--- config.mk ---
export PLATFORM = sky130hd
export DESIGN_NAME = dhm_mem_if
export DESIGN_NICKNAME = d
export VERILOG_FILES = /design/src/hdl/dhm_pkg.sv /design/src/hdl/dhm_mem_if.sv
export SDC_FILE = /design/constraint.sdc
export NUM_CORES = 1
export LEC_CHECK = 0
export ABC_CLOCK_PERIOD_IN_PS = 5500
export BUFFER_PORTS_ARGS = -buffer_cell sky130_fd_sc_hd__buf_2
export CAP_MARGIN = 20
export CORE_AREA = 2 2 314 316
export CTS_CLUSTER_SIZE = 14
export DETAILED_ROUTE_END_ITERATION = 16
export DIE_AREA = 0 0 316 318
export GPL_ROUTABILITY_DRIVEN = 0
export GPL_TIMING_DRIVEN = 1
export HOLD_SLACK_MARGIN = 0.12
export PLACE_DENSITY_LB_ADDON = 0.12
export SYNTH_ARGS = -nofsm -noshare
export SYNTH_HDL_FRONTEND = slang
export SYNTH_SLANG_ARGS = --single-unit
--- constraint.sdc ---
create_clock -name CLK_SYS -period 5.5 [get_ports CLK_SYS]
set_clock_uncertainty 0.2 [all_clocks]
set_input_delay 0.825 -clock CLK_SYS [delete_from_list [all_inputs] [get_ports CLK_SYS]]
set_output_delay 0.825 -clock CLK_SYS [all_outputs]
set_load 0.02 [all_outputs]
--- src/hdl/dhm_pkg.sv ---
package dhm_pkg;
  localparam int NPORT = 2;
  localparam int PORT_PM = 0;
  localparam int PORT_DM = 1;
  localparam int AW = 32;
  localparam int DW = 48;
  localparam int PM_AW = 24;
  localparam int DM_AW = 32;
  localparam int DM_DW = 40;
  localparam int WS_W = 3;
  localparam int NBANK = 4;
  localparam int PM_NBANK = 2;
  localparam int PG_W = 5;
  localparam logic [1:0] FMT_WIDE = 2'h0;
  localparam logic [1:0] FMT_EXT = 2'h1;
  localparam logic [1:0] FMT_SGL = 2'h2;
  localparam logic [47:0] PM_MASK_WIDE = 48'hFFFF_FFFF_FFFF;
  localparam logic [47:0] PM_MASK_EXT = 48'hFFFF_FFFF_FF00;
  localparam logic [47:0] PM_MASK_SGL = 48'hFFFF_FFFF_0000;
  localparam logic [47:0] DM_MASK_EXT = 48'h00FF_FFFF_FFFF;
  localparam logic [47:0] DM_MASK_SGL = 48'h00FF_FFFF_FF00;
  localparam logic [1:0] XFER_HOLD = 2'h0;
  localparam logic [1:0] XFER_FROM_PM = 2'h1;
  localparam logic [1:0] XFER_FROM_DM = 2'h2;
  localparam logic [1:0] XFER_FROM_RF = 2'h3;
  localparam logic [31:0] ADDR_RST = 32'h0000_0000;
  localparam logic [47:0] DATA_RST = 48'h0000_0000_0000;
  localparam logic [2:0] CNT_RST = 3'h0;
  localparam logic [2:0] CNT_SYNC = 3'h2;
  localparam logic [3:0] SEL_IDLE = 4'hF;
  typedef enum logic [1:0] {
    ST_IDLE = 2'b00,
    ST_ACCESS = 2'b01,
    ST_FLOAT = 2'b10
  } dhm_state_e;
endpackage : dhm_pkg

--- src/hdl/dhm_mem_if.sv ---
`timescale 1ns/1ps
module dhm_mem_if (
  input wire logic CLK_SYS,
  input wire logic RESET,
  input wire logic PM_REQ,
  input wire logic PM_WRITE,
  input wire logic PM_USE_AGEN,
  input wire logic [23:0] PM_SEQ_ADDR,
  input wire logic [23:0] PM_AGEN_ADDR,
  input wire logic [47:0] PM_WDATA,
  input wire logic [1:0] PM_FMT,
  output logic [47:0] PM_RDATA,
  output logic PM_DONE,
  input wire logic DM_REQ,
  input wire logic DM_WRITE,
  input wire logic DM_USE_AGEN,
  input wire logic [31:0] DM_DIRECT_ADDR,
  input wire logic [31:0] DM_AGEN_ADDR,
  input wire logic [39:0] DM_WDATA,
  input wire logic [1:0] DM_FMT,
  output logic [39:0] DM_RDATA,
  output logic DM_DONE,
  output logic CORE_HALT,
  input wire logic [23:0] PM_BANK_BOUND,
  input wire logic [95:0] DM_BANK_BOUND,
  input wire logic [5:0] PM_WAIT_STATES,
  input wire logic [11:0] DM_WAIT_STATES,
  input wire logic [1:0] PM_ACK_USE,
  input wire logic [3:0] DM_ACK_USE,
  input wire logic [4:0] PM_PAGE_BITS,
  input wire logic [4:0] DM_PAGE_BITS,
  input wire logic [1:0] XFER_SEL,
  input wire logic [39:0] XFER_RF_DATA,
  output logic [47:0] XFER_REG,
  output logic [23:0] PROG_MEM_ADDR,
  input wire logic [47:0] PROG_MEM_BUS_IN,
  output logic [47:0] PROG_MEM_BUS_OUT,
  output logic PROG_MEM_BUS_OE,
  output logic [1:0] PROG_BANK_SELECT_N,
  output logic PROG_RD_N,
  output logic PROG_WR_N,
  output logic PROG_CTRL_OE,
  output logic PROG_PAGE_CROSS,
  input wire logic PROG_PORT_ACK,
  input wire logic PROG_PORT_FLOAT_N,
  output logic [31:0] DATA_MEM_ADDR,
  input wire logic [39:0] DATA_MEM_BUS_IN,
  output logic [39:0] DATA_MEM_BUS_OUT,
  output logic DATA_MEM_BUS_OE,
  output logic [3:0] DATA_BANK_SELECT_N,
  output logic DATA_RD_N,
  output logic DATA_WR_N,
  output logic DATA_CTRL_OE,
  output logic DATA_PAGE_CROSS,
  input wire logic DATA_PORT_ACK,
  input wire logic DATA_PORT_FLOAT_N,
  input wire logic BUS_REQUEST_N,
  output logic BUS_GRANT_N
);

  // ***********************************************************
  // decoders
  // ***********************************************************
  // bank index is the number of boundaries at or below the address
  function automatic logic [1:0] bank_of(input logic [31:0] a,
                                         input logic [95:0] b);
    bank_of = 2'({1'b0, a >= b[31:0]} + {1'b0, a >= b[63:32]}
                 + {1'b0, a >= b[95:64]});
  endfunction : bank_of

  function automatic logic [47:0] fmt_mask(input int p,
                                           input logic [1:0] f);
    if (p == dhm_pkg::PORT_PM) begin
      unique case (f)
        dhm_pkg::FMT_EXT: fmt_mask = dhm_pkg::PM_MASK_EXT;
        dhm_pkg::FMT_SGL: fmt_mask = dhm_pkg::PM_MASK_SGL;
        default: fmt_mask = dhm_pkg::PM_MASK_WIDE;
      endcase
    end else begin
      fmt_mask = (f == dhm_pkg::FMT_SGL) ? dhm_pkg::DM_MASK_SGL
                                          : dhm_pkg::DM_MASK_EXT;
    end
  endfunction : fmt_mask

  // ***********************************************************
  // per-port views of the two differently sized ports
  // ***********************************************************
  logic req [dhm_pkg::NPORT];
  logic req_wr [dhm_pkg::NPORT];
  logic [31:0] req_addr [dhm_pkg::NPORT];
  logic [47:0] req_wdata [dhm_pkg::NPORT];
  logic [1:0] req_fmt [dhm_pkg::NPORT];
  logic [95:0] bounds [dhm_pkg::NPORT];
  logic [11:0] waits [dhm_pkg::NPORT];
  logic [3:0] ack_use [dhm_pkg::NPORT];
  logic [4:0] page_bits [dhm_pkg::NPORT];
  logic [47:0] bus_pin [dhm_pkg::NPORT];
  logic ack_pin [dhm_pkg::NPORT];
  logic flt_pin_n [dhm_pkg::NPORT];
  logic [31:0] p_addr [dhm_pkg::NPORT];
  logic [47:0] p_wdata [dhm_pkg::NPORT];
  logic [47:0] p_rdata [dhm_pkg::NPORT];
  logic p_oe [dhm_pkg::NPORT];
  logic p_bus_oe [dhm_pkg::NPORT];
  logic [3:0] p_sel_n [dhm_pkg::NPORT];
  logic p_rd_n [dhm_pkg::NPORT];
  logic p_wr_n [dhm_pkg::NPORT];
  logic p_page [dhm_pkg::NPORT];
  logic p_done [dhm_pkg::NPORT];
  logic p_idle [dhm_pkg::NPORT];
  logic p_busy [dhm_pkg::NPORT];
  logic br_s1_reg;
  logic br_s2_reg;
  logic grant_reg;
  logic grant_next;
  logic bus_hold;
  logic [47:0] xfer_reg;
  logic [47:0] xfer_next;

  assign req[0] = PM_REQ;
  assign req[1] = DM_REQ;
  assign req_wr[0] = PM_WRITE;
  assign req_wr[1] = DM_WRITE;
  // program fetches use the sequencer, data reads the direct address, unless PM_USE_AGEN or DM_USE_AGEN picks a generator
  assign req_addr[0] = {8'h00, PM_USE_AGEN ? PM_AGEN_ADDR
                                           : PM_SEQ_ADDR};
  assign req_addr[1] = DM_USE_AGEN ? DM_AGEN_ADDR
                                   : DM_DIRECT_ADDR;
  assign req_wdata[0] = PM_WDATA;
  assign req_wdata[1] = {8'h00, DM_WDATA};
  assign req_fmt[0] = PM_FMT;
  assign req_fmt[1] = DM_FMT;
  // unused program boundaries sit at the top so only banks 0/1 decode
  assign bounds[0] = {32'hFFFF_FFFF, 32'hFFFF_FFFF, 8'h00,
                      PM_BANK_BOUND};
  assign bounds[1] = DM_BANK_BOUND;
  assign waits[0] = {6'h00, PM_WAIT_STATES};
  assign waits[1] = DM_WAIT_STATES;
  assign ack_use[0] = {2'h0, PM_ACK_USE};
  assign ack_use[1] = DM_ACK_USE;
  assign page_bits[0] = PM_PAGE_BITS;
  assign page_bits[1] = DM_PAGE_BITS;
  assign bus_pin[0] = PROG_MEM_BUS_IN;
  assign bus_pin[1] = {8'h00, DATA_MEM_BUS_IN};
  assign ack_pin[0] = PROG_PORT_ACK;
  assign ack_pin[1] = DATA_PORT_ACK;
  assign flt_pin_n[0] = PROG_PORT_FLOAT_N;
  assign flt_pin_n[1] = DATA_PORT_FLOAT_N;

  // ***********************************************************
  // bus request and grant
  // ***********************************************************
  // new accesses are refused as soon as a request is seen, so the
  // ports drain to idle before the grant goes out
  assign bus_hold = br_s2_reg | grant_reg;
  always_comb begin
    grant_next = br_s2_reg
                 & (grant_reg | (p_idle[0] & p_idle[1]));
  end
  always_ff @(posedge CLK_SYS) begin
    if (RESET) begin
      br_s1_reg <= 1'b0;
      br_s2_reg <= 1'b0;
      grant_reg <= 1'b0;
    end else begin
      br_s1_reg <= ~BUS_REQUEST_N;
      br_s2_reg <= br_s1_reg;
      grant_reg <= grant_next;
    end
  end
  assign BUS_GRANT_N = ~grant_reg;
  assign CORE_HALT = bus_hold | p_busy[0] | p_busy[1];

  // ***********************************************************
  // one access engine per port
  // ***********************************************************
  for (genvar p = 0; p < dhm_pkg::NPORT; p++) begin : g_port
    logic ack_s1_reg;
    logic ack_s2_reg;
    logic flt_s1_reg;
    logic flt_s2_reg;
    logic [47:0] bus_s1_reg;
    logic [47:0] bus_s2_reg;
    dhm_pkg::dhm_state_e st_reg;
    dhm_pkg::dhm_state_e st_next;
    logic [31:0] addr_reg;
    logic [31:0] addr_next;
    logic [31:0] page_reg;
    logic [31:0] page_next;
    logic page_x_reg;
    logic page_x_next;
    logic wr_reg;
    logic wr_next;
    logic [47:0] wdata_reg;
    logic [47:0] wdata_next;
    logic [47:0] mask_reg;
    logic [47:0] mask_next;
    logic [47:0] rdata_reg;
    logic [47:0] rdata_next;
    logic [1:0] bank_reg;
    logic [1:0] bank_next;
    logic [2:0] cnt_reg;
    logic [2:0] cnt_next;
    logic acku_reg;
    logic acku_next;
    logic done_reg;
    logic done_next;
    logic floated;
    logic start;
    logic [1:0] bank_new;

    // acknowledge, float and read data all take the same two-flop
    // path, so data is sampled in step with the acknowledge it rode on
    always_ff @(posedge CLK_SYS) begin
      if (RESET) begin
        ack_s1_reg <= 1'b0;
        ack_s2_reg <= 1'b0;
        flt_s1_reg <= 1'b1;
        flt_s2_reg <= 1'b1;
        bus_s1_reg <= dhm_pkg::DATA_RST;
        bus_s2_reg <= dhm_pkg::DATA_RST;
      end else begin
        ack_s1_reg <= ack_pin[p];
        ack_s2_reg <= ack_s1_reg;
        flt_s1_reg <= flt_pin_n[p];
        flt_s2_reg <= flt_s1_reg;
        bus_s1_reg <= bus_pin[p];
        bus_s2_reg <= bus_s1_reg;
      end
    end

    assign floated = ~flt_s2_reg;
    assign start = req[p] & ~bus_hold & ~floated;
    assign bank_new = bank_of(req_addr[p], bounds[p]);

    always_comb begin
      st_next = st_reg;
      addr_next = addr_reg;
      page_next = page_reg;
      page_x_next = page_x_reg;
      wr_next = wr_reg;
      wdata_next = wdata_reg;
      mask_next = mask_reg;
      rdata_next = rdata_reg;
      bank_next = bank_reg;
      cnt_next = cnt_reg;
      acku_next = acku_reg;
      done_next = 1'b0;
      unique case (st_reg)
        dhm_pkg::ST_IDLE: begin
          if (start) begin
            st_next = dhm_pkg::ST_ACCESS;
            addr_next = req_addr[p];
            wr_next = req_wr[p];
            mask_next = fmt_mask(p, req_fmt[p]);
            wdata_next = req_wdata[p] & fmt_mask(p, req_fmt[p]);
            bank_next = bank_new;
            cnt_next = waits[p][3*bank_new +: 3];
            acku_next = ack_use[p][bank_new];
            // pins lag two flops, so a shorter read would see stale data
            if ((!req_wr[p] || acku_next)
                && cnt_next < dhm_pkg::CNT_SYNC) begin
              cnt_next = dhm_pkg::CNT_SYNC;
            end
            // dram row changes when bits above the page size differ
            page_x_next = ((req_addr[p] ^ page_reg) >> page_bits[p])
                          != 32'h0000_0000;
            page_next = req_addr[p];
          end
        end
        dhm_pkg::ST_ACCESS: begin
          if (floated) begin
            st_next = dhm_pkg::ST_FLOAT;
          end else if (cnt_reg != dhm_pkg::CNT_RST) begin
            cnt_next = cnt_reg - 3'h1;
          end else if (!acku_reg || ack_s2_reg) begin
            st_next = dhm_pkg::ST_IDLE;
            done_next = 1'b1;
            page_x_next = 1'b0;
            if (!wr_reg) begin
              rdata_next = bus_s2_reg & mask_reg;
            end
          end
        end
        dhm_pkg::ST_FLOAT: begin
          // the interrupted access is finished by the acknowledge that
          // the other party must give after the float is released
          if (!floated) begin
            st_next = dhm_pkg::ST_ACCESS;
            cnt_next = dhm_pkg::CNT_SYNC;
            acku_next = 1'b1;
          end
        end
        default: st_next = dhm_pkg::ST_IDLE;
      endcase
    end

    always_ff @(posedge CLK_SYS) begin
      if (RESET) begin
        st_reg <= dhm_pkg::ST_IDLE;
        addr_reg <= dhm_pkg::ADDR_RST;
        page_reg <= dhm_pkg::ADDR_RST;
        page_x_reg <= 1'b0;
        wr_reg <= 1'b0;
        wdata_reg <= dhm_pkg::DATA_RST;
        mask_reg <= dhm_pkg::DATA_RST;
        rdata_reg <= dhm_pkg::DATA_RST;
        bank_reg <= 2'h0;
        cnt_reg <= dhm_pkg::CNT_RST;
        acku_reg <= 1'b0;
        done_reg <= 1'b0;
      end else begin
        st_reg <= st_next;
        addr_reg <= addr_next;
        page_reg <= page_next;
        page_x_reg <= page_x_next;
        wr_reg <= wr_next;
        wdata_reg <= wdata_next;
        mask_reg <= mask_next;
        rdata_reg <= rdata_next;
        bank_reg <= bank_next;
        cnt_reg <= cnt_next;
        acku_reg <= acku_next;
        done_reg <= done_next;
      end
    end

    assign p_idle[p] = st_reg == dhm_pkg::ST_IDLE;
    assign p_busy[p] = ~p_idle[p] | (req[p] & floated);
    assign p_oe[p] = ~grant_reg & ~floated;
    assign p_bus_oe[p] = p_oe[p] & wr_reg
                         & (st_reg == dhm_pkg::ST_ACCESS);
    assign p_sel_n[p] = (st_reg == dhm_pkg::ST_IDLE) ? dhm_pkg::SEL_IDLE
                        : ~(4'h1 << bank_reg);
    assign p_rd_n[p] = ~((st_reg == dhm_pkg::ST_ACCESS) & ~wr_reg);
    assign p_wr_n[p] = ~((st_reg == dhm_pkg::ST_ACCESS) & wr_reg);
    assign p_addr[p] = addr_reg;
    assign p_wdata[p] = wdata_reg;
    assign p_rdata[p] = rdata_reg;
    assign p_page[p] = page_x_reg;
    assign p_done[p] = done_reg;
  end

  // ***********************************************************
  // transfer register between the two buses
  // ***********************************************************
  always_comb begin
    unique case (XFER_SEL)
      dhm_pkg::XFER_FROM_PM: xfer_next = p_rdata[0];
      dhm_pkg::XFER_FROM_DM: xfer_next = {p_rdata[1][39:0], 8'h00};
      dhm_pkg::XFER_FROM_RF: xfer_next = {XFER_RF_DATA, 8'h00};
      default: xfer_next = xfer_reg;
    endcase
  end
  always_ff @(posedge CLK_SYS) begin
    if (RESET) begin
      xfer_reg <= dhm_pkg::DATA_RST;
    end else begin
      xfer_reg <= xfer_next;
    end
  end
  assign XFER_REG = xfer_reg;

  // ***********************************************************
  // pins
  // ***********************************************************
  assign PM_RDATA = p_rdata[0];
  assign PM_DONE = p_done[0];
  assign DM_RDATA = p_rdata[1][39:0];
  assign DM_DONE = p_done[1];
  assign PROG_MEM_ADDR = p_addr[0][23:0];
  assign PROG_MEM_BUS_OUT = p_wdata[0];
  assign PROG_MEM_BUS_OE = p_bus_oe[0];
  assign PROG_BANK_SELECT_N = p_sel_n[0][1:0];
  assign PROG_RD_N = p_rd_n[0];
  assign PROG_WR_N = p_wr_n[0];
  assign PROG_CTRL_OE = p_oe[0];
  assign PROG_PAGE_CROSS = p_page[0];
  assign DATA_MEM_ADDR = p_addr[1];
  assign DATA_MEM_BUS_OUT = p_wdata[1][39:0];
  assign DATA_MEM_BUS_OE = p_bus_oe[1];
  assign DATA_BANK_SELECT_N = p_sel_n[1];
  assign DATA_RD_N = p_rd_n[1];
  assign DATA_WR_N = p_wr_n[1];
  assign DATA_CTRL_OE = p_oe[1];
  assign DATA_PAGE_CROSS = p_page[1];

endmodule : dhm_mem_if

# Word-level counts from Yosys, hierarchy flattened
# Index checks and enable logic that the tools add are counted.
[word_totals]
ff_bits = 546
word_cells = 230
output_inout_bits = 300
[classes]
n_mul = 2
muxes = 57
n_reduce_logical = 37
magnitude_cmp = 9
shift = 6
bitwise_logic = 49
eq_ne = 26
n_addsub = 6
[op_table]
columns = ["operator", "count"]
rows = [
  ["one-hot mux 48 bit (3 select lines)", 1],
  ["bitwise AND 48 bit", 2],
  [">= comparator 32 bit", 3],
  ["2-to-1 mux 48 bit", 2],
  ["bitwise AND 40 bit", 2],
  ["2-to-1 mux 40 bit", 2],
  ["nonzero test 32 bit", 2],
  [">= comparator 24 x 32 -> 1 bit, second input constant", 1],
  ["2-to-1 mux 32 bit", 1],
  ["one-hot mux 16 bit (2 select lines)", 1],
  ["right shift 24 x 5 -> 32 bit", 1],
  ["right shift 32 x 5 -> 32 bit", 1],
  ["bitwise XOR 32 bit", 1],
  ["2-to-1 mux 3 bit", 10],
  ["AND reduction 5 bit", 6],
  [">= comparator 24 bit", 1],
  ["2-to-1 mux 24 bit", 1],
  ["indexed part select 12 x 5 -> 3 bit", 2],
  ["bitwise XOR 24 bit", 1],
  ["2-to-1 mux 2 bit", 11],
  ["!= test 2 bit, second input constant", 10],
  ["bitwise AND 1 bit", 18],
  ["one-hot mux 3 bit (3 select lines)", 2],
  ["NOT 1 bit", 17],
  ["31 further kinds", 93],
]

# Depth between registers and ports, before layout
[depth]
word_depth = 11
depth_mapped = 22

# Worst setup path after synthesis
# No wires, ideal clock.
[synth_path]
path_kind = "input -> register"
start = "in DM_USE_AGEN"
end = "reg g_port[1].cnt_reg[0]"
setup_time_ns = 0.078
path_slack_ns = 0.218
required_ns = 5.222
arrival_time_ns = 5.004
cell_stages = 21
cell_sequence = "buf_6 buf_12 buf_12 mux2i_4 inv_1 ha_1 a21o_1 a21o_1 a21o_1 a21o_1 a21o_1 a21o_1 a221o_1 a21oi_1 fa_1 clkbuf_1 mux4_2 o21ai_0 o21ai_0 o221a_2 nor3_1"
[synth_lines]
columns = ["item", "line_no", "rtl"]
rows = [
  ["from (decl)", "dhm_mem_if.sv:16", "input wire logic DM_USE_AGEN,"],
  ["to (signal assigned)", "dhm_mem_if.sv:309", "cnt_reg <= dhm_pkg::CNT_RST;"],
  ["to (signal assigned)", "dhm_mem_if.sv:322", "cnt_reg <= cnt_next;"],
  ["to (decl)", "dhm_mem_if.sv:202", "logic [2:0] cnt_reg;"],
]

==> results.json <==
{
  "cts.reportedPaths.clkPinSlew_ps": 60,
  "synth_cells": 2510,
  "drc": 0,
  "p_switching_mw": 3.26,
  "io-pin-count": 801,
  "core_area_mm2": 0.0974,
  "vdd_drop_max_mv": 0.277,
  "clk_path_buf_depth": 3,
  "ant_nets": 0,
  "die_width_um": 316,
  "postPlaceCellArea_mm2": 0.0280,
  "synth_top_cell_area_share": 0.437,
  "cts_inserted_buffers": 60,
  "cts_max_level": 2,
  "finalMaxSlewViolations": 0,
  "grt_antenna_before_repair": 23,
  "timing.final.crit_share": 0.886,
  "start_kind": "primary input",
  "start_util": 0.232,
  "synth.area.top_cells": "dfxtp_1 (44%), ha_1 (7.4%), nor2b_1 (6.6%)",
  "period_needed_ps": 4870,
  "end_kind": "flip-flop",
  "yosys_warnings": 0,
  "die-area_mm2": 0.100,
  "max-cap-violations": 0,
  "cts_tree": "done",
  "whs_ps": 178,
  "post_drt_wl_per_cell_um": 18.8,
  "fill_cells": 10500,
  "synth_seq_cells": 493,
  "multi_input_area_mm2": 0.0114,
  "power.internal_mw": 7.20,
  "vias_per_cell": 4.32,
  "grt_max_degree": 116,
  "finalSetupViolCount": 0,
  "synth_area_leader_cell": "dfxtp_1",
  "holdBufCountCts": 55,
  "power_density_mw_per_mm2": 340,
  "worstSetupPathType": "in -> reg",
  "grt_pass1_wl_um": 128000,
  "place_ws_ps": 7.39,
  "grt_pass1_vias": 20200,
  "routed_wl_um": 87600,
  "p_clk_frac": 0.401,
  "netSwitchingFraction": 0.312,
  "rsz0062_at_grt": "false",
  "synthFlopType": "dfxtp_1",
  "worst_pin_slew_ps": 918,
  "combPwrFrac": 0.219,
  "drt_iter0_drc": 883,
  "ys_types": 73,
  "synth_fp_nets": 3145,
  "row_count": 115,
  "finalNonFillerCells": 4665,
  "setup_ws_ps": 629,
  "hold_violations": 0,
  "netlist_area_mm2": 0.0226,
  "max_freq_ghz": 0.205,
  "synth_commonest_cells": "dfxtp_1 (493), nand2_1 (289), nor2b_1 (237)",
  "ctsResizeCount": 0,
  "vias": 20100,
  "final_util": 0.316,
  "cp-startpoint": "DM_USE_AGEN",
  "fp.dieH_um": 318,
  "first_pass_iters": 5,
  "fin_nets": 3954,
  "regToRegStartpoint": "g_port[0].cnt_reg[0]$_SDFFE_PP0P_",
  "gr-usage-all-layers": 0.168,
  "required_ps": 5820,
  "total_power_mw": 10.5,
  "clk_latency_ps": 660,
  "slew_headroom": 0.388,
  "hold_path.class": "in -> reg",
  "syn_avg_cell_area_um2": 9.00,
  "status": "complete, no violations",
  "hp-start": "PROG_MEM_BUS_IN[40]",
  "synth_async_sr_flop_share": 0,
  "cts_root_buffer": "clkbuf_16",
  "port-buffer-count": 800,
  "area_delta_synth_final_pct": 36.0,
  "cellLeakagePower_nw": 14.2,
  "dpl.cell_count": 4489,
  "synth.most_common_cell": "dfxtp_1",
  "power.share.sequential": 0.380,
  "fin_setup_tns_ps": 0,
  "final_layout_size_suffix_gt1_frac": 0.314,
  "hpwl_um": 67400,
  "seq_area_frac_synth": 0.437,
  "crit_arrival_ps": 5190,
  "grt-ovfl-total": 0,
  "fin_area_mm2": 0.0307,
  "post_cts_buffers": 0,
  "ff_latch_area_mm2": 0.00987,
  "synth-edff-count": 0,
  "crit_fanout": 23,
  "clkSinkCount": 493
}
-- power by group through the flow --
stage | clock network, mW | registers, mW | logic, mW
after CTS | 4.36 | 3.97 | 2.34
final | 4.20 | 3.97 | 2.29
after detailed placement | 0 | 4.05 | 2.30
after global routing | 4.49 | 4.00 | 2.55
after floorplan | 0 | 4.18 | 1.25
after global placement | 0 | 4.05 | 2.30
-- area by class of cell --
type                            instances  share of cell area
Timing Repair Buffer                  901               0.162
Inverter                              182              0.0222
Antenna cell                            9            0.000733
Multi-Input combinational cell       1681               0.372
Clock buffer                           90              0.0587
Tap cell                             1287              0.0524
Sequential cell                       493               0.321
Clock inverter                         22              0.0105
-- cell families (layout without fill, tap and decap cells) --
family	after synthesis	after routing	share of synthesized area
flops	493	493	0.437
mux	138	138	0.0908
compound gates	436	436	0.120
simple gates	920	920	0.199
fa+ha+maj	134	134	0.0745
buf+inv	336	1195	0.0585
other cells	0	9	0
xor+xnor	53	53	0.0205
-- placed cells by master (no fill, tap or decap), types with 44 or more instances in the layout --
| cell type | count |
|---|---|
| a211oi_1 | 60 |
| a21o_1 | 48 |
| a21oi_1 | 223 |
| buf_2 | 798 |
| clkbuf_16 | 60 |
| dfxtp_1 | 493 |
| dlygate4sd3_1 | 55 |
| ha_1 | 133 |
| inv_1 | 181 |
| mux2i_1 | 55 |
| mux4_2 | 44 |
| nand2_1 | 289 |
| nand3_1 | 115 |
| nor2_1 | 157 |
| nor2b_1 | 237 |
-- metal layers --
layer	routed length, um	track usage	part of all wire	vias up
met2	43700	0.301	0.50	542
met4	1800	0.0429	0.021	14
met3	5330	0.0389	0.061	109
met5	84	0	0.00096	-
met1	36800	0.200	0.42	9363
li1	-	-	-	10100
-- worst max-delay path, cell delays in order --
cell      delay, ps
buf_2           140
buf_12          210
mux2i_1         250
inv_1           120
ha_1            350
nand4_1         210
or4_1           610
nor4_1          320
a211oi_1        170
fa_1            710
mux4_2          570
o21ai_0         220
o21ai_0         120
o221a_2         240
nor3_1          110
-- path summary, 6_finish.rpt --
kind	to	slack, ps	depth (start not counted)
hold / removal	g_port[0].bus_s1_reg[40]$_SDFF_PP0_	180	2
setup / recovery	g_port[1].cnt_reg[0]$_SDFFE_PP0P_	630	15
setup reg to reg	PM_RDATA[21]$_SDFFE_PP0P_	2490	9
hold reg to reg	g_port[0].bus_s2_reg[30]$_SDFF_PP0_	210	1
Note: power is estimated with default switching activity, not from simulation.
